[config.mk]
export PLATFORM = sky130hd
export DESIGN_NAME = esr_suspend_resume
export DESIGN_NICKNAME = d
export VERILOG_FILES = /design/src/esr_pkg.sv /design/src/esr_suspend_resume.sv
export SDC_FILE = /design/constraint.sdc
export NUM_CORES = 1
export LEC_CHECK = 0
export BUFFER_PORTS_ARGS = -buffer_cell sky130_fd_sc_hd__buf_4
export CAP_MARGIN = 20
export CORE_MARGIN = 5
export CORE_UTILIZATION = 55
export CTS_CLUSTER_DIAMETER = 120
export DETAILED_ROUTE_END_ITERATION = 12
export PLACE_DENSITY_LB_ADDON = 0.3
export SLEW_MARGIN = 30
export SYNTH_ARGS = -nofsm -noshare
export SYNTH_HDL_FRONTEND = slang
export SYNTH_SLANG_ARGS = --single-unit
[constraint.sdc]
create_clock -name clk -period 11.87 [get_ports clk]
set_clock_uncertainty 0.1 [all_clocks]
set_input_delay 1.187 -clock clk [delete_from_list [all_inputs] [get_ports clk]]
set_output_delay 1.187 -clock clk [all_outputs]
set_load 0.005 [all_outputs]
[src/esr_pkg.sv]
/*
  Constants, types and register map of the embedded-operation suspend/resume sequencer.
  Assumes a single-bit serial link and an Avalon-MM slave port with byte addresses.
*/
`default_nettype none
package esr_pkg;
  // Register map (byte offsets)
  localparam int          ADDR_W      = 5;
  localparam int          DATA_W      = 32;
  localparam logic [4:0]  REG_STATUS1 = 5'h00;
  localparam logic [4:0]  REG_STATUS2 = 5'h04;
  localparam logic [4:0]  REG_IRQSTAT = 5'h08;
  localparam logic [4:0]  REG_IRQMASK = 5'h0C;
  localparam logic [4:0]  REG_OPLEN   = 5'h10;
  localparam logic [4:0]  REG_LASTCMD = 5'h14;
  // Field positions
  localparam int          RDY_BIT     = 0;
  localparam int          PROG_BIT    = 0;
  localparam int          ERASE_BIT   = 1;
  localparam int          DIC_BIT     = 4;
  localparam int          ARMED_BIT   = 8;
  localparam int          IRQ_DONE    = 0;
  localparam int          IRQ_REJECT  = 1;
  localparam int          IRQ_IGNORE  = 2;
  localparam int          IRQ_SUSP    = 3;
  localparam int          IRQ_W       = 4;
  // Reset values
  localparam logic [15:0] OPLEN_RST   = 16'h0100;
  localparam logic [3:0]  MASK_RST    = 4'h0;
  // Serial framing
  localparam logic [3:0]  OPC_BITS    = 4'h8;
  localparam logic [3:0]  CNT_MAX     = 4'hF;
  // Transaction opcodes (values are arbitrary)
  localparam logic [7:0]  SUSPEND_ALL_OPS_CMD   = 8'h01;
  localparam logic [7:0]  RESUME_ALL_OPS_CMD    = 8'h02;
  localparam logic [7:0]  SUSPEND_PROG_ERASE_CMD = 8'h03;
  localparam logic [7:0]  RESUME_PROG_ERASE_CMD = 8'h04;
  localparam logic [7:0]  PROGRAM_CMD           = 8'h10;
  localparam logic [7:0]  SECTOR_ERASE_CMD      = 8'h11;
  localparam logic [7:0]  INTEGRITY_CHECK_CMD   = 8'h12;
  localparam logic [7:0]  WRITE_REG_CMD         = 8'h13;
  localparam logic [7:0]  PPB_ERASE_CMD         = 8'h14;
  localparam logic [7:0]  SOFT_RESET_ENABLE_CMD = 8'h20;
  localparam logic [7:0]  READ_DYNAMIC_PROTECT_CMD = 8'h21;
  localparam logic [7:0]  FAST_READ_SHORT_CMD   = 8'h22;
  localparam logic [7:0]  FAST_READ_LONG_CMD    = 8'h23;
  localparam logic [7:0]  LEARNING_PATTERN_READ_CMD = 8'h24;
  localparam logic [7:0]  QUAD_IDENTITY_READ_CMD = 8'h25;
  localparam logic [7:0]  READ_STATUS1_CMD      = 8'h26;
  localparam logic [7:0]  READ_STATUS2_CMD      = 8'h27;

  typedef enum logic [1:0] {ESR_IDLE, ESR_PROG, ESR_ERASE, ESR_DIC} esr_op_t;
  typedef struct packed {
    logic dic;
    logic erase;
    logic prog;
  } esr_susp_t;
  typedef struct packed {
    logic sclk;
    logic csN;
    logic mosi;
  } esr_spi_t;
endpackage
`default_nettype wire

[src/esr_suspend_resume.sv]
/*
  Suspend/resume sequencer for program, sector erase and integrity check operations.
  Assumes serial link pins from another clock domain and an Avalon-MM master on clk.
*/
// Functional notes
// - A suspended operation stays suspended until a resume transaction arrives.
// - Accepted resume sets ready/busy to 1 and restarts suspended work.
// - Resume restarts a suspended program before a suspended erase.
// - Resume with nothing suspended is discarded; it sets the ignore event flag and clears the software reset arming.
// - Any number of suspend/resume cycles, back to back, is accepted.
// - Two pairs: one covers all three operations, one program and erase only.
// - Suspends of either variant are rejected while program or check suspended.
// - Soft reset enable is accepted during program or check suspend.
// - Dynamic protection read is accepted during check suspend.
// - Fast single-rate read, both address lengths, accepted during program suspend.
// - Learning pattern read is accepted during every kind of suspend.
// - Quad identity read is accepted during erase suspend.
// - Ready/busy is status one bit 0, high while an operation runs.
// - Status two holds program, erase and check suspended flags in bits 0,1,4.
// - New erase transactions are ignored during any suspend.
// - Register writes and protection bit erase are rejected during any suspend.
`timescale 1ns/1ps
`default_nettype none
module esr_suspend_resume #(
  parameter int LEN_W = 16
) (
  // Clock and reset
  input  wire logic                          clk,
  input  wire logic                          arst_n,
  // Avalon-MM slave
  input  wire logic [esr_pkg::ADDR_W-1:0]    avs_address,
  input  wire logic                          avs_read,
  input  wire logic                          avs_write,
  input  wire logic [esr_pkg::DATA_W-1:0]    avs_writedata,
  output logic      [esr_pkg::DATA_W-1:0]    avs_readdata,
  output logic                               avs_waitrequest,
  // Serial link
  input  wire esr_pkg::esr_spi_t             spiIn,
  output logic                               spiMiso,
  // Interrupt
  output logic                               irq
);
  import esr_pkg::*;

  esr_spi_t           sync1_reg, sync2_reg, prev_reg;
  logic [3:0]         bitCnt_reg;
  logic [7:0]         opcode_reg, txShift_reg, txByte;
  esr_op_t            op_reg, op_next;
  esr_susp_t          susp_reg, susp_next, eff;
  logic [LEN_W-1:0]   left_reg [3];
  logic [LEN_W-1:0]   opLen_reg;
  logic [IRQ_W-1:0]   irqStat_reg, irqMask_reg, events;
  logic [7:0]         lastCmd_reg;
  logic               armed_reg, waitReq_reg, irq_reg, miso_reg;
  logic [DATA_W-1:0]  rdData_reg;
  logic               sclkRise, sclkFall, csRise, cmdStrobe, done, accept;
  logic               startLoad;
  esr_op_t            startKind;

  function automatic logic [1:0] kindIdx(input esr_op_t k);
    case (k)
      ESR_ERASE: kindIdx = 2'd1;
      ESR_DIC:   kindIdx = 2'd2;
      default:   kindIdx = 2'd0;
    endcase
  endfunction

  function automatic logic [7:0] statusByte(input logic sel2, input logic busy, input esr_susp_t s);
    logic [7:0] b;
    b = 8'h00;
    if (sel2) begin
      b[PROG_BIT]  = s.prog;
      b[ERASE_BIT] = s.erase;
      b[DIC_BIT]   = s.dic;
    end else begin
      b[RDY_BIT] = busy;
    end
    statusByte = b;
  endfunction

  // Link inputs pass two flip-flops
  always_ff @(posedge clk or negedge arst_n) begin
    if (!arst_n) begin
      sync1_reg <= '{sclk: 1'b0, csN: 1'b1, mosi: 1'b0};
      sync2_reg <= '{sclk: 1'b0, csN: 1'b1, mosi: 1'b0};
      prev_reg  <= '{sclk: 1'b0, csN: 1'b1, mosi: 1'b0};
    end else begin
      sync1_reg <= spiIn;
      sync2_reg <= sync1_reg;
      prev_reg  <= sync2_reg;
    end
  end

  assign sclkRise  = sync2_reg.sclk & ~prev_reg.sclk & ~sync2_reg.csN;
  assign sclkFall  = ~sync2_reg.sclk & prev_reg.sclk & ~sync2_reg.csN;
  assign csRise    = sync2_reg.csN & ~prev_reg.csN;
  assign cmdStrobe = csRise && (bitCnt_reg >= OPC_BITS);

  // Opcode capture
  always_ff @(posedge clk or negedge arst_n) begin
    if (!arst_n) begin
      bitCnt_reg <= 4'h0;
      opcode_reg <= 8'h00;
    end else if (sync2_reg.csN) begin
      bitCnt_reg <= 4'h0;
    end else if (sclkRise) begin
      if (bitCnt_reg < OPC_BITS) begin
        opcode_reg <= {opcode_reg[6:0], sync2_reg.mosi};
      end
      if (bitCnt_reg != CNT_MAX) begin
        bitCnt_reg <= bitCnt_reg + 4'h1;
      end
    end
  end

  assign txByte = (opcode_reg == READ_STATUS1_CMD || opcode_reg == READ_STATUS2_CMD) ?
                  statusByte(opcode_reg == READ_STATUS2_CMD, op_reg != ESR_IDLE, susp_reg) : 8'h00;

  // Status byte shifted out after the opcode
  always_ff @(posedge clk or negedge arst_n) begin
    if (!arst_n) begin
      txShift_reg <= 8'h00;
      miso_reg    <= 1'b0;
    end else if (sync2_reg.csN) begin
      miso_reg <= 1'b0;
    end else if (sclkFall && bitCnt_reg == OPC_BITS) begin
      txShift_reg <= {txByte[6:0], 1'b0};
      miso_reg    <= txByte[7];
    end else if (sclkFall && bitCnt_reg > OPC_BITS) begin
      miso_reg    <= txShift_reg[7];
      txShift_reg <= {txShift_reg[6:0], 1'b0};
    end
  end

  assign done = (op_reg != ESR_IDLE) && (left_reg[kindIdx(op_reg)] == {{(LEN_W-1){1'b0}}, 1'b1});

  // Transaction decode and operation control
  always_comb begin
    esr_op_t cur;
    esr_susp_t cs;
    cur       = op_reg;
    cs        = susp_reg;
    events    = '0;
    accept    = 1'b0;
    startLoad = 1'b0;
    startKind = ESR_IDLE;
    if (done) begin
      unique case (op_reg)
        ESR_PROG:  cs.prog  = 1'b0;
        ESR_ERASE: cs.erase = 1'b0;
        ESR_DIC:   cs.dic   = 1'b0;
        default:   cs = cs;
      endcase
      cur = ESR_IDLE;
      events[IRQ_DONE] = 1'b1;
    end
    // A flag of the running kind means it was resumed, not suspended
    eff       = cs;
    eff.prog  = cs.prog & (cur != ESR_PROG);
    eff.erase = cs.erase & (cur != ESR_ERASE);
    eff.dic   = cs.dic & (cur != ESR_DIC);
    if (cmdStrobe) begin
      unique case (opcode_reg)
        SUSPEND_ALL_OPS_CMD, SUSPEND_PROG_ERASE_CMD: begin
          if (eff.prog || eff.dic) begin
            events[IRQ_REJECT] = 1'b1;
          end else if (cur == ESR_PROG || cur == ESR_ERASE ||
                       (cur == ESR_DIC && opcode_reg == SUSPEND_ALL_OPS_CMD)) begin
            cs.prog  = cs.prog | (cur == ESR_PROG);
            cs.erase = cs.erase | (cur == ESR_ERASE);
            cs.dic   = cs.dic | (cur == ESR_DIC);
            cur      = ESR_IDLE;
            accept   = 1'b1;
            events[IRQ_SUSP] = 1'b1;
          end else begin
            events[IRQ_IGNORE] = 1'b1;
          end
        end
        RESUME_ALL_OPS_CMD, RESUME_PROG_ERASE_CMD: begin
          if (cur != ESR_IDLE) begin
            events[IRQ_IGNORE] = 1'b1;
          end else if (eff.prog) begin
            cur    = ESR_PROG;
            accept = 1'b1;
          end else if (eff.erase) begin
            cur    = ESR_ERASE;
            accept = 1'b1;
          end else if (eff.dic && opcode_reg == RESUME_ALL_OPS_CMD) begin
            cur    = ESR_DIC;
            accept = 1'b1;
          end else begin
            events[IRQ_IGNORE] = 1'b1;
          end
        end
        PROGRAM_CMD: begin
          if (cur != ESR_IDLE || eff.prog || eff.dic) begin
            events[IRQ_REJECT] = 1'b1;
          end else begin
            cur = ESR_PROG;
            startLoad = 1'b1;
            startKind = ESR_PROG;
            accept    = 1'b1;
          end
        end
        SECTOR_ERASE_CMD, INTEGRITY_CHECK_CMD: begin
          if (cur != ESR_IDLE || (|cs)) begin
            events[IRQ_IGNORE] = 1'b1;
          end else begin
            cur       = (opcode_reg == SECTOR_ERASE_CMD) ? ESR_ERASE : ESR_DIC;
            startLoad = 1'b1;
            startKind = cur;
            accept    = 1'b1;
          end
        end
        WRITE_REG_CMD, PPB_ERASE_CMD: begin
          if (|cs) begin
            events[IRQ_REJECT] = 1'b1;
          end else begin
            accept = 1'b1;
          end
        end
        SOFT_RESET_ENABLE_CMD, LEARNING_PATTERN_READ_CMD, READ_STATUS1_CMD, READ_STATUS2_CMD: begin
          accept = 1'b1;
        end
        READ_DYNAMIC_PROTECT_CMD: begin
          accept = !eff.prog;
          events[IRQ_REJECT] = eff.prog;
        end
        FAST_READ_SHORT_CMD, FAST_READ_LONG_CMD: begin
          accept = !eff.dic;
          events[IRQ_REJECT] = eff.dic;
        end
        QUAD_IDENTITY_READ_CMD: begin
          accept = !(eff.prog || eff.dic);
          events[IRQ_REJECT] = eff.prog || eff.dic;
        end
        default: begin
          events[IRQ_IGNORE] = 1'b1;
        end
      endcase
    end
    op_next   = cur;
    susp_next = cs;
  end

  // Operation state and suspend flags
  always_ff @(posedge clk or negedge arst_n) begin
    if (!arst_n) begin
      op_reg   <= ESR_IDLE;
      susp_reg <= '0;
    end else begin
      op_reg   <= op_next;
      susp_reg <= susp_next;
    end
  end

  // Work left per kind, kept across a suspend
  for (genvar k = 0; k < 3; k++) begin : g_left
    always_ff @(posedge clk or negedge arst_n) begin
      if (!arst_n) begin
        left_reg[k] <= '0;
      end else if (startLoad && kindIdx(startKind) == 2'(k)) begin
        left_reg[k] <= opLen_reg;
      end else if (op_reg != ESR_IDLE && kindIdx(op_reg) == 2'(k) && !done) begin
        left_reg[k] <= left_reg[k] - {{(LEN_W-1){1'b0}}, 1'b1};
      end
    end
  end

  // Last accepted opcode and software reset arming
  always_ff @(posedge clk or negedge arst_n) begin
    if (!arst_n) begin
      lastCmd_reg <= 8'h00;
      armed_reg   <= 1'b0;
    end else if (cmdStrobe) begin
      armed_reg <= accept && opcode_reg == SOFT_RESET_ENABLE_CMD;
      if (accept) begin
        lastCmd_reg <= opcode_reg;
      end
    end
  end

  // Avalon-MM slave: one wait cycle on every access
  always_ff @(posedge clk or negedge arst_n) begin
    if (!arst_n) begin
      waitReq_reg <= 1'b1;
      rdData_reg  <= '0;
    end else begin
      waitReq_reg <= !((avs_read || avs_write) && waitReq_reg);
      if (avs_read && waitReq_reg) begin
        rdData_reg <= '0;
        unique case (avs_address)
          REG_STATUS1: rdData_reg[RDY_BIT] <= op_reg != ESR_IDLE;
          REG_STATUS2: begin
            rdData_reg[PROG_BIT]  <= susp_reg.prog;
            rdData_reg[ERASE_BIT] <= susp_reg.erase;
            rdData_reg[DIC_BIT]   <= susp_reg.dic;
          end
          REG_IRQSTAT: rdData_reg[IRQ_W-1:0] <= irqStat_reg;
          REG_IRQMASK: rdData_reg[IRQ_W-1:0] <= irqMask_reg;
          REG_OPLEN:   rdData_reg[LEN_W-1:0] <= opLen_reg;
          REG_LASTCMD: rdData_reg[ARMED_BIT:0] <= {armed_reg, lastCmd_reg};
          default:     rdData_reg <= '0;
        endcase
      end
    end
  end

  // Writable registers, sticky events set wins over clear
  always_ff @(posedge clk or negedge arst_n) begin
    if (!arst_n) begin
      irqStat_reg <= '0;
      irqMask_reg <= MASK_RST;
      opLen_reg   <= LEN_W'(OPLEN_RST);
      irq_reg     <= 1'b0;
    end else begin
      if (avs_write && !waitReq_reg && avs_address == REG_IRQSTAT) begin
        irqStat_reg <= (irqStat_reg & ~avs_writedata[IRQ_W-1:0]) | events;
      end else begin
        irqStat_reg <= irqStat_reg | events;
      end
      if (avs_write && !waitReq_reg && avs_address == REG_IRQMASK) begin
        irqMask_reg <= avs_writedata[IRQ_W-1:0];
      end
      if (avs_write && !waitReq_reg && avs_address == REG_OPLEN) begin
        opLen_reg <= avs_writedata[LEN_W-1:0];
      end
      irq_reg <= |(irqStat_reg & irqMask_reg);
    end
  end

  assign avs_readdata    = rdData_reg;
  assign avs_waitrequest = waitReq_reg;
  assign spiMiso         = miso_reg;
  assign irq             = irq_reg;
endmodule
`default_nettype wire

* Word level (Yosys, flattened, before mapping)
Index checks and enable logic that the tools add are counted.
** Word-level totals
- Register bits after elaboration :: 133
- Bits in latches :: 0
- RAM bits :: 0
- Memory bits (read-only) :: 0
- Output and inout port bits :: 35
- Logic and storage cells :: 242
- Memories :: 0
** Cells by class
- Add/subtract/negate cells :: 4
- Multiply operators :: 0
- Divide/modulo/power cells :: 0
- $lt $le $gt $ge :: 4
- Eq/ne operators :: 40
- Shift operators :: 0
- Mux-type cells :: 85
- Bitwise logic cells :: 21
- Reduce and logical (&&, ||, !) cells :: 61
** Operators by type and width (number)
- $mux 16 :: 8
- $eq 8x6->1 const B :: 8
- $sub 16x1->16 const B :: 3
- $eq 8x5->1 const B :: 5
- $mux 1 :: 33
- $bmux 16 s2 :: 1
- $mux 2 :: 16
- $logic_and 1x1->1 :: 22
- $mux 3 :: 6
- $eq 16x1->1 const B :: 1
- $eq 2x2->1 const B :: 8
- $eq 8x2->1 const B :: 2
- $mux 4 :: 4
- $mux 8 :: 2
- $pmux 2 s4 :: 2
- $reduce_bool 2->1 :: 8
- $pmux 1 s6 :: 2
- $pmux 2 s2 :: 3
- $reduce_or 11->1 :: 1
- $eq 5x4->1 const B :: 2
- $eq 5x5->1 const B :: 2
- $reduce_or 2->1 :: 5
- $pmux 1 s9 :: 1
- $and 1x1->1 :: 8
- 35 further kinds :: 62

* Logic depth before layout (Yosys ltp)
Gate-level depths: netlist (run 1).
- Depth in word-level cells :: 26
- Gate-level depth with buffers :: 14

* Worst setup path after synthesis (run 1)
OpenSTA, ideal clock, no wires.
- Kind :: reg2reg
- From :: register left_reg[24] (netlist name)
- To :: register lastCmd_reg[0]
- Library setup time :: 125 ps
- Data arrival time :: 3526 ps
- Slack :: 8119 ps
- Stages on the path, launching flop included :: 13
- Path buffers :: 1
- Clock period less this slack :: 3751 ps
- Path through :: dfrtp_1 -> or4_1 -> and4bb_1 -> a32o_1 -> or3b_2 -> clkbuf_1 -> ha_1 -> a21boi_0 -> o211ai_2 -> a32o_1 -> a222oi_1 -> a31oi_4 -> mux2_2
** Between the ends
- Longest elaborated chain between the ends :: 16
- Elaborated cells between the ends (all ways) :: 41
- Classes of those cells :: 7 x eq/ne; 16 x mux; 3 x bitwise; 15 x reduce/logical
** RTL lines
- from (decl) :: RTL line esr_suspend_resume.sv:50 : logic [LEN_W-1:0] left_reg [3];
- from (signal, indexed assignment) :: RTL line esr_suspend_resume.sv:263 : left_reg[k] <= opLen_reg;
- from (signal, indexed assignment) :: RTL line esr_suspend_resume.sv:265 : left_reg[k] <= left_reg[k] - {{(LEN_W-1){1'b0}}, 1'b1};
- $bmux 16 s2 * :: RTL line esr_suspend_resume.sv:135 : assign done = (op_reg != ESR_IDLE) && (left_reg[kindIdx(op_reg)] == {{(LEN_W-1){1'b0}}, 1'b1});
- $mux 16 (not written as such) * (2 in a row) :: RTL line esr_suspend_resume.sv:135
- $eq 16x1->1 * :: RTL line esr_suspend_resume.sv:135
- $logic_and 1x1->1 * :: RTL line esr_suspend_resume.sv:135
- $mux 2 :: RTL line esr_suspend_resume.sv:147 : if (done) begin
- $ne 2x2->1 :: RTL line esr_suspend_resume.sv:161 : eff.dic = cs.dic & (cur != ESR_DIC);
- $and 1x1->1 :: RTL line esr_suspend_resume.sv:161
- $logic_and 1x1->1 :: RTL line esr_suspend_resume.sv:188 : end else if (eff.dic && opcode_reg == RESUME_ALL_OPS_CMD) begin
- $mux 1 :: RTL line esr_suspend_resume.sv:188
- $mux 1 :: RTL line esr_suspend_resume.sv:185 : end else if (eff.erase) begin
- $mux 1 :: RTL line esr_suspend_resume.sv:182 : end else if (eff.prog) begin
- $mux 1 :: RTL line esr_suspend_resume.sv:180 : if (cur != ESR_IDLE) begin
- $pmux 1 s9 * :: RTL line esr_suspend_resume.sv:163 : unique case (opcode_reg)
- $mux 1 * :: RTL line esr_suspend_resume.sv:162 : if (cmdStrobe) begin
- $reduce_and 2->1 (no line) *
- to (signal assigned) :: RTL line esr_suspend_resume.sv:278 : lastCmd_reg <= opcode_reg;
- to (decl) :: RTL line esr_suspend_resume.sv:53 : logic [7:0] lastCmd_reg;
Mark *: on every way between the ends. The rest lies on a longest branch, timed or not. The select of a mux whose other input is x is not followed.
A chain may end at the register's enable or synchronous reset.

* Worst setup path after layout (run 1)
- From :: register left_reg[20] (netlist name)
- To :: register lastCmd_reg[2]
Same word-level chain as after synthesis.

==> impl_metrics.tcl, run 1 <==
set metrics [dict create \
    status "finished, final reports clean" \
    clock_latency_ns 0.43 \
    drt-initial-drc-count 432 \
    cap_viol_max_count 0 \
    startpoint "left_reg[20]$_DFFE_PN0P_" \
    antenna_cells 0 \
    cts_resized 0 \
    worstHoldEndpoint "sync2_reg[0]$_DFF_PN0_" \
    portBuffers 46 \
    relSlewSlack_pct 36.75 \
    r2r-end "lastCmd_reg[2]$_DFFE_PN0P_" \
    yosys-top-cells-area "dfrtp_1 45%, mux2_2 5.6%, nand2_1 4.6%" \
    syn_to_final_growth_pct 13.56 \
    instances_no_fill 961 \
    synth_edf_count 0 \
    core_region_area_mm2 0.01262 \
    largest_reg_flops 48 \
    async_reset_ff_share_pct 100.0 \
    nets 830 \
    yosys_warnings 0 \
    antenna_found_initial 0 \
    hp-start "sync1_reg[0]$_DFF_PN0_" \
    hold_viol 0 \
    path_class "register to register" \
    yosysSeqAreaShare_pct 46.71 \
    ant_nets 0 \
    synthFlopType "dfrtp_1" \
    cts_buffers 17 \
    wirelength_um 17380 \
    worstPathArrival_ns 5.20 \
    gr-total-overflow 0 \
    netlist_instances 744 \
    num_rows 41 \
    place_inst 930 \
    worst_slew_pin_slew_ns 0.9356 \
    ys_ff_latch 132 \
    layout-drive-gt1-share_pct 17.24 \
    io_pins 79 \
    cts_tree "yes" \
    grt_pass1_vias 5604 \
    final-setup-viol-count 0 \
    r2r.worst_path.cells 12 \
    drt-pass1-iter-count 5 \
    rrSetupSlack_ns 6.88 \
    placed_area_mm2 0.007512 \
    p_total_uw 1135 \
    setup_slack_ns 6.877 \
    grt_max_degree 77 \
    hp-class "register to register" \
    grt_pass1_wl_um 28990 \
    drv_slew 0 \
    chipWidth_um 123.5 \
    p_leak_uw 0.003648 \
    syn_avg_cell_area_um2 9.524 \
    stdcell_area_mm2 0.008046 \
    ys_types 69 \
    grt_setup_unrepaired "false" \
    initial_core_util_pct 56.15 \
    place_congestion 0.8811 \
    synth_area_leader_cell "dfrtp_1" \
    htree_levels 4 \
    grtUsageTotal_pct 24.46 \
    vias 5680 \
    viasPerCell 5.911 \
    powerDensity_mw_per_mm2 141.0 \
    routedWlPerCell_um 18.08 \
    clk_pin_slew_worst_paths_ns 0.05 \
    timing.final.crit_share_pct 42.06 \
    hpwl_um 12190 \
    period_needed_ns 4.993 \
    pre_cts_slack_ns 7.082 \
    ir_drop_uv 138.4 \
    die_area_mm2 0.01525 \
    cts.sinks 132 \
    hold_buffers 0 \
    cts_max_path_buffers 2 \
    r2r_start "left_reg[20]$_DFFE_PN0P_" \
    synth_area_mm2 0.007086 \
    cp_data_required_time_ns 12.07 \
    tns_ns 0 \
    worstPathMaxFanout 14 \
    cp-start-kind "register" \
    drc_errors 0 \
    min_path_cells 0 \
    synth_top_area_share_pct 44.85 \
    die_h_um 123.5 \
    cts_root_buf "clkbuf_16" \
    max_freq_mhz 200.3 \
    post_cts_buffers 0 \
    worstSetupEndpointType "register" \
]
-- through the flow --
| stage | utilization (%) | hold WS, ns |
|---|---|---|
| 6_report | 63.76 | 0.2530 |
| 5_1_grt | 63.76 | 0.2655 |
| 4_1_cts | 63.68 | 0.2544 |
| 3_5_place_dp | 59.53 | 0.2386 |
| 3_3_place_gp | 59.35 | 0.2360 |
| 2_1_floorplan | - | 0.2312 |
-- worst max-delay path, stage by stage, from the launching register on --
cell	delay, ns
dfrtp_1	0.41
nor4_1	0.76
and4bb_1	0.42
a32o_1	0.33
or3b_2	0.38
inv_1	0.23
ha_1	0.25
a21boi_0	0.27
o211ai_2	0.11
a32o_1	0.22
a222oi_1	0.69
a31oi_4	0.32
mux2_2	0.35
-- cell usage after synthesis (all sizes together) (5+ instances only) --
| library cell | n |
|---|---|
| nand4b | 6 |
| inv | 23 |
| dfrtp | 127 |
| nor4 | 18 |
| a21oi | 35 |
| buf | 21 |
| dfstp | 5 |
| nand4 | 10 |
| ha | 9 |
| xnor2 | 28 |
| mux2 | 35 |
| nor3b | 6 |
| nor3 | 24 |
| nand3b | 5 |
| a22oi | 8 |
| or4 | 5 |
| xor2 | 20 |
| nor2b | 6 |
| mux2i | 8 |
| clkbuf | 29 |
| nand2 | 87 |
| o211ai | 5 |
| and3 | 9 |
| nor2 | 66 |
| nand2b | 7 |
| o21ai | 51 |
| nand3 | 22 |
-- worst max-delay path by stage --
stage | to | slack (ns)
after floorplan | lastCmd_reg[0]$_DFFE_PN0P_ | 8.12
after global placement | lastCmd_reg[5]$_DFFE_PN0P_ | 7.22
after detailed placement | lastCmd_reg[5]$_DFFE_PN0P_ | 7.08
after CTS | lastCmd_reg[5]$_DFFE_PN0P_ | 7.06
after global routing | lastCmd_reg[0]$_DFFE_PN0P_ | 6.66
final | lastCmd_reg[2]$_DFFE_PN0P_ | 6.88
-- power by group --
group          leakage (µW)  internal [µW]  switching [µW]
clock              0.000264            286             183
combinational       0.00161           59.5            80.5
sequential          0.00177            477            48.5
total               0.00365            822             312
-- layout by cell type (no fill, tap or decap), types with 4 or more instances in the layout --
cell       instances
and3_1             8
buf_4             48
nand3_1           22
nor2_1            66
nand4_1           10
conb_1            16
nand2b_1           7
inv_1             23
dfrtp_1          127
xor2_1            20
nor4_1            16
nor2b_1            6
clkbuf_1           5
nor4b_1            4
nand3b_1           5
o21ai_0           50
o211ai_1           4
mux2_2            35
a21oi_1           35
xnor2_1           28
nor3_1            21
clkbuf_16         17
clkbuf_8           4
or4_1              5
nor3b_1            6
mux2i_1            8
nand2_1           87
ha_1               9
a22oi_1            8
nand4b_1           6
clkinv_2           5
dfstp_2            5
-- logic make-up (layout without fill, tap and decap cells) --
logic type	after synthesis	count (layout)	synth area share (%)
AOI/OAI and AO/OA	136	136	12.08
xor gates and xnor gates	48	48	5.933
adders and majority gates	9	9	1.589
buffers and inverters	73	103	4.785
DFF	132	132	46.71
muxes	44	44	7.010
other	1	16	0.05292
and+or+nand+nor	301	301	21.84
-- final cells by class --
| class | count | area, µm² |
|---|---|---|
| Fill cell | 1072 | 4573 |
| Multi-Input combinational cell | 554 | 3540 |
| Sequential cell | 132 | 3309 |
| Clock buffer | 26 | 499.2 |
| Timing Repair Buffer | 49 | 371.6 |
| Tap cell | 172 | 215.2 |
| Inverter | 23 | 86.33 |
| Clock inverter | 5 | 25.02 |
-- layer usage --
layer	vias up	routed length [µm]	part of all wire, %	GRT usage (%)
li1	2681	-	-	-
met2	150	8487	49	39.89
met3	26	765	4.4	4.483
met4	0	410	2.4	9.619
met1	2823	7715	44	32.42
met5	-	0	0	0
(Power assumes the default switching activity.)
==> run 2: changes to the inputs <==
--- a/config.mk
+++ b/config.mk
@@ -5,10 +5,11 @@
 export SDC_FILE = /design/constraint.sdc
 export NUM_CORES = 1
 export LEC_CHECK = 0
+export ABC_AREA = 1
 export BUFFER_PORTS_ARGS = -buffer_cell sky130_fd_sc_hd__buf_4
 export CAP_MARGIN = 20
 export CORE_MARGIN = 5
-export CORE_UTILIZATION = 55
+export CORE_UTILIZATION = 54
 export CTS_CLUSTER_DIAMETER = 120
 export DETAILED_ROUTE_END_ITERATION = 12
 export PLACE_DENSITY_LB_ADDON = 0.3
==> constraint.sdc (replaced) <==
create_clock -name clk -period 4.25 [get_ports clk]
set_clock_uncertainty 0.1 [all_clocks]
set_input_delay 0.425 -clock clk [delete_from_list [all_inputs] [get_ports clk]]
set_output_delay 0.425 -clock clk [all_outputs]
set_load 0.005 [all_outputs]
==> impl_metrics.tcl, run 2 <==
set metrics [dict create \
    yosys_warnings 0 \
    vias 6302 \
    worst_slew_pin_slew_ns 0.8180 \
    core_region_area_mm2 0.01372 \
    synth_area_leader_cell "dfrtp_1" \
    worstPathArrival_ns 3.71 \
    grtUsageMet3_pct 5.560 \
    yosys-top-cells-area "dfrtp_1 43%, nand2_1 9.2%, inv_1 5.8%" \
    crit_path_cell_trace "nor2_2 -> nand2_1 -> nor2_1 -> nand3_1 -> nand2_1 -> nand2_2 -> nand3_2 -> inv_1 -> ha_1 -> inv_1 -> nand3_2 -> nand2_1 -> inv_2 -> nand3_2 -> nand4_4 -> inv_1 -> nand2_1 -> nand3_1" \
    place_inst 1140 \
    drv_slew 0 \
    synthTopCellsByCount "183 x nand2_1, 127 x dfrtp_1, 115 x inv_1" \
    routedWlPerCell_um 15.39 \
    failed_checks "negative hold slack" \
    ys_ff_latch 132 \
    cpMostUsedCell "nand2_1" \
    num_rows 43 \
    grt_max_degree 110 \
    final-setup-viol-count 0 \
    worstPathMaxFanout 34 \
    met2_usage_pct 36.57 \
    worstSetupEndpointType "register" \
    place_congestion 0.8894 \
    portBuffers 46 \
    ant_nets 0 \
    cp-start-kind "register" \
    viasPerCell 5.363 \
    drt-pass1-iter-count 5 \
    chipWidth_um 127.5 \
    synth_top_area_share_pct 42.62 \
    synth_edf_count 0 \
    max_freq_mhz 290.0 \
    relSlewSlack_pct 45.47 \
    cts_buffers 17 \
    clk_pin_slew_worst_paths_ns 0.06 \
    die_area_mm2 0.01626 \
    hold_viol 62 \
    status "finished, violations left" \
    timing.final.crit_share_pct 81.14 \
    ir_drop_uv 354.6 \
    fin_hold_ws_ns -0.07276 \
    synth_area_mm2 0.007456 \
    cts_root_buf "clkbuf_16" \
    cts_max_path_buffers 2 \
    async_reset_ff_share_pct 100.0 \
    cp_data_required_time_ns 4.51 \
    hp-class "input port to asynchronous set/reset pin" \
    cp_num_buf_inv 4 \
    io_pins 79 \
    synth_most_common_cell "nand2_1" \
    critPathMaxStageDelay_ns 0.42 \
    netlist_instances 932 \
    drc_errors 0 \
    instances_no_fill 1175 \
    wirelength_um 18080 \
    placed_area_mm2 0.007876 \
    tns_ns 0 \
    largest_reg_flops 48 \
    synthFlopType "dfrtp_1" \
    hpwl_um 12470 \
    cap_viol_max_count 0 \
    crit_path_top_delay_cell "dfrtp_1" \
    antenna_found_initial 0 \
    critical_path.top_delay_family "simple AND/OR/NAND/NOR gates" \
    pre_cts_slack_ns 0.8890 \
    grtUsageTotal_pct 23.33 \
    final_cell_mix "181 x nand2_1, 127 x dfrtp_1, 115 x inv_1" \
    clock_latency_ns 0.43 \
    htree_levels 4 \
    p_leak_uw 0.004523 \
    grt_setup_unrepaired "false" \
    powerDensity_mw_per_mm2 393.3 \
    die_h_um 127.5 \
    layout-drive-gt1-share_pct 15.28 \
    ys_types 48 \
    grt_most_used_layer "met2" \
    gr-total-overflow 0 \
    path_class "register to register" \
    nets 1035 \
    antenna_cells 0 \
    cts_tree "yes" \
    setup_slack_ns 0.8017 \
    initial_core_util_pct 54.35 \
    yosysSeqAreaShare_pct 44.39 \
    period_needed_ns 3.448 \
    grt_pass1_vias 6033 \
    cts.sinks 132 \
    mostFrequentLayoutCell "nand2_1" \
    syn_to_final_growth_pct 15.07 \
    use_met1_pct 31.76 \
    grt_pass1_wl_um 30030 \
    syn_avg_cell_area_um2 8.000 \
    num-fill-cells 1222 \
    drt-initial-drc-count 493 \
    final_util_pct 62.54 \
    stdcell_area_mm2 0.008579 \
]
run 2: changes by cell type after synthesis, sizes merged, moves of 20 or more:
cell	previous run	this run
nand2	87	196
mux2	35	2
xnor2	28	8
nand3	22	88
inv	23	126
nor2	66	106
run 2: cell type report:
type	instances	area [µm²]	share of cell area (%)
repair buffers	54	420.4	4.900
well taps	180	225.2	2.625
clock inverters	12	200.2	2.333
flip-flops and latches	132	3309	38.57
inverters	128	485.5	5.658
multi-input cells	649	3472	40.47
clock buffers	20	466.7	5.440
run 2: timing repair:
item / in CTS / in global routing
gates resized for setup: 0 / 0
buffers inserted: 0 / 0
hold endpoints to repair: 3 / 0
endpoints found under the setup margin: 0 / 0
hold buffers: 3 / 0
run 2: path summary, 6_finish.rpt:
path,start,end,slack (ns),depth (start not counted)
max in group asynchronous,arst_n,prev_reg[1]$_DFF_PN1_,3.22,2
hold / removal,arst_n,left_reg[21]$_DFFE_PN0P_,-0.07,1
min in group clk,avs_read,avs_waitrequest$_DFF_PN1_,0.05,2
setup reg to reg,left_reg[9]$_DFFE_PN0P_,left_reg[24]$_DFFE_PN0P_,0.80,18
setup / recovery,left_reg[9]$_DFFE_PN0P_,left_reg[24]$_DFFE_PN0P_,0.80,18
hold reg to reg,sync1_reg[0]$_DFF_PN0_,sync2_reg[0]$_DFF_PN0_,0.25,0
run 2: worst register-to-register path: stages (launching register included):
cell and delay [ns]:
dfrtp_1 0.42, nor2_2 0.18, nand2_1 0.09, nor2_1 0.16, nand3_1 0.10, nand2_1 0.12
nand2_2 0.10, nand3_2 0.17, inv_1 0.12, ha_1 0.22, inv_1 0.11, nand3_2 0.17
nand2_1 0.14, inv_2 0.06, nand3_2 0.14, nand4_4 0.42, inv_1 0.38, nand2_1 0.08
nand3_1 0.10
run 2: through the flow:
step,power (µW),hold slack (ns)
final,3374,-0.07276
after global routing,3509,0.01616
after CTS,3389,0.03357
after detailed placement,1742,0.2388
after global placement,1735,0.2434
after floorplan,1600,0.02941
run 2: per-layer routing:
metal	vias up	wire (µm)
li1	3119	-
met1	3006	8099
met2	143	8692
met3	34	821
met4	0	464
met5	-	0
run 2: logic make-up (layout without fill, tap and decap cells):
family / Yosys count / count (layout) / synth area share (%)
compound gates: 139 / 139 / 11.61
buf+inv: 166 / 214 / 9.867
other cells: 1 / 16 / 0.05030
simple gates: 445 / 445 / 27.81
xor+xnor: 38 / 38 / 4.464
fa+ha+maj: 9 / 9 / 1.510
mux: 2 / 2 / 0.3020
flops: 132 / 132 / 44.39
run 2: report_power, final:
part / total (µW) / internal, µW / leakage, µW / switching, µW
Sequential: 1410 / 1330 / 0.00172 / 79.1
Combinational: 314 / 110 / 0.00248 / 205
Clock: 1650 / 1090 / 0.000319 / 563
Total: 3370 / 2530 / 0.00452 / 847
==> run 3: changes to the inputs <==
--- a/config.mk
+++ b/config.mk
@@ -5,11 +5,11 @@
 export SDC_FILE = /design/constraint.sdc
 export NUM_CORES = 1
 export LEC_CHECK = 0
-export ABC_AREA = 1
+export ABC_AREA = 0
 export BUFFER_PORTS_ARGS = -buffer_cell sky130_fd_sc_hd__buf_4
 export CAP_MARGIN = 20
 export CORE_MARGIN = 5
-export CORE_UTILIZATION = 54
+export CORE_UTILIZATION = 55
 export CTS_CLUSTER_DIAMETER = 120
 export DETAILED_ROUTE_END_ITERATION = 12
 export PLACE_DENSITY_LB_ADDON = 0.3
==> constraint.sdc (replaced) <==
create_clock -name clk -period 3.5 [get_ports clk]
set_clock_uncertainty 0.1 [all_clocks]
set_input_delay 0.35 -clock clk [delete_from_list [all_inputs] [get_ports clk]]
set_output_delay 0.35 -clock clk [all_outputs]
set_load 0.005 [all_outputs]
==> impl_metrics.tcl, run 3 (synthesized netlist as in run 1, its figures left out) <==
set metrics [dict create \
    hp-class "input port to register" \
    worst_slew_pin_slew_ns 0.9357 \
    cap_viol_max_count 0 \
    portBuffers 46 \
    num-fill-cells 1011 \
    path_class "register to register" \
    drt-pass1-iter-count 5 \
    placed_area_mm2 0.007925 \
    antenna_cells 0 \
    max_freq_mhz 281.4 \
    status "finished, violations left" \
    layout-drive-gt1-share_pct 25.03 \
    drv_slew 0 \
    cp-start-kind "register" \
    mostFrequentLayoutCell "dfrtp_1" \
    drc_errors 0 \
    gr-total-overflow 0 \
    die_h_um 123.5 \
    hold_viol 0 \
    stdcell_area_mm2 0.008750 \
    viasPerCell 5.840 \
    failed_checks "negative setup slack" \
    critical_path.top_delay_family "compound AO/OA/AOI/OAI gates" \
    cts_buffers 17 \
    critPathMaxStageDelay_ns 0.55 \
    powerDensity_mw_per_mm2 470.7 \
    relSlewSlack_pct 37.39 \
    clk_pin_slew_worst_paths_ns 0.06 \
    p_leak_uw 0.004007 \
    vias 5998 \
    register_area_mm2 0.003312 \
    final_cell_mix "125 x dfrtp_1, 104 x buf_4, 87 x nand2_1" \
    timing.final.crit_share_pct 101.5 \
    cts_root_buf "clkbuf_16" \
    antenna_found_initial 0 \
    cts.sinks 132 \
    grt_setup_unrepaired "true" \
    setup_slack_ns -0.05360 \
    grt_pass1_vias 6084 \
    core_region_area_mm2 0.01262 \
    final-setup-viol-count 5 \
    grt_max_degree 75 \
    clock_latency_ns 0.43 \
    routedWlPerCell_um 18.23 \
    multiInputGateArea_mm2 0.003622 \
    crit_path_cell_trace "or4_4 -> and4bb_1 -> a32o_2 -> nor3b_4 -> ha_1 -> a21boi_2 -> o211ai_2 -> a32o_1 -> a222oi_1 -> a31oi_4 -> mux2_4" \
    cts_max_path_buffers 2 \
    grtUsageTotal_pct 26.14 \
    largest_reg_flops 48 \
    worstPathArrival_ns 3.76 \
    chipWidth_um 123.5 \
    initial_core_util_pct 56.15 \
    grt_pass1_wl_um 31080 \
    io_pins 79 \
    nets 896 \
    wirelength_um 18720 \
    place_congestion 0.8804 \
    die_area_mm2 0.01525 \
    tns_ns -0.1802 \
    syn_to_final_growth_pct 23.49 \
    drt-initial-drc-count 450 \
    worstSetupEndpointType "register" \
    ir_drop_uv 526.0 \
    hpwl_um 13300 \
    cp_num_buf_inv 0 \
    ant_nets 0 \
    worstPathMaxFanout 6 \
    cts_tree "yes" \
    htree_levels 4 \
    crit_path_top_delay_cell "or4_4" \
    num_rows 41 \
    cp_data_required_time_ns 3.71 \
    period_needed_ns 3.554 \
]
[run 3: timing repair]
action | CTS | global route
pin swaps | 5 | 10
hold endpoints to repair | 34 | 0
setup buffers | 1 | 6
hold buffers | 6 | 0
cloned | 0 | 0
resized for setup | 7 | 18
endpoints found under the setup margin | 14 | 47
[run 3: final timing paths]
| check | startpoint | endpoint | slack [ns] | cells after the start |
|---|---|---|---|---|
| max | left_reg[24]$_DFFE_PN0P_ | lastCmd_reg[1]$_DFFE_PN0P_ | -0.05 | 11 |
| min | avs_writedata[6] | opLen_reg[6]$_DFFE_PN0P_ | 0.05 | 2 |
| max reg2reg | left_reg[24]$_DFFE_PN0P_ | lastCmd_reg[1]$_DFFE_PN0P_ | -0.05 | 11 |
| min reg2reg | sync1_reg[2]$_DFF_PN0_ | sync2_reg[2]$_DFF_PN0_ | 0.25 | 0 |
| max in group asynchronous | arst_n | sync2_reg[1]$_DFF_PN1_ | 2.08 | 3 |
| min in group asynchronous | arst_n | avs_readdata[13]$_DFFE_PN0P_ | 0.41 | 2 |
[run 3: layout make-up]
type / count / share of cell area (%)
flip-flops and latches: 132 / 37.85
inverters: 23 / 0.9867
well taps: 172 / 2.460
clock buffers: 18 / 5.019
repair buffers: 115 / 10.45
clock inverters: 13 / 1.830
multi-input cells: 554 / 41.40
[run 3: metal layers]
metal  share of wire (%)  up-vias  GRT usage (%)
met5                   0        -              0
met4                 3.0        0          10.87
met3                 4.7       43          5.306
met2                  49      169          42.98
met1                  43     2963          33.75
li1                    -     2823              -
[run 3: metrics by stage]
stage               power (µW)  hold slack (ns)  setup WS [ns]  util, %  cells
floorplan                 2089         -0.04559        0.05003        -    759
global placement          2307           0.2352        0.03715    62.80    983
detailed placement        2323           0.2364        -0.1053    62.80    983
CTS                       4128          0.04365       -0.03038    68.32   1021
global route              4285          0.04370        -0.1772    69.33   1027
finish                    4118          0.05118       -0.05360    69.33   1027
[run 3: where the power goes]
part           switching, µW  leakage [µW]  internal, µW  total [µW]
Clock                    675      0.000280          1130        1800
Sequential               151       0.00177          1620        1770
Combinational            305       0.00196           240         545
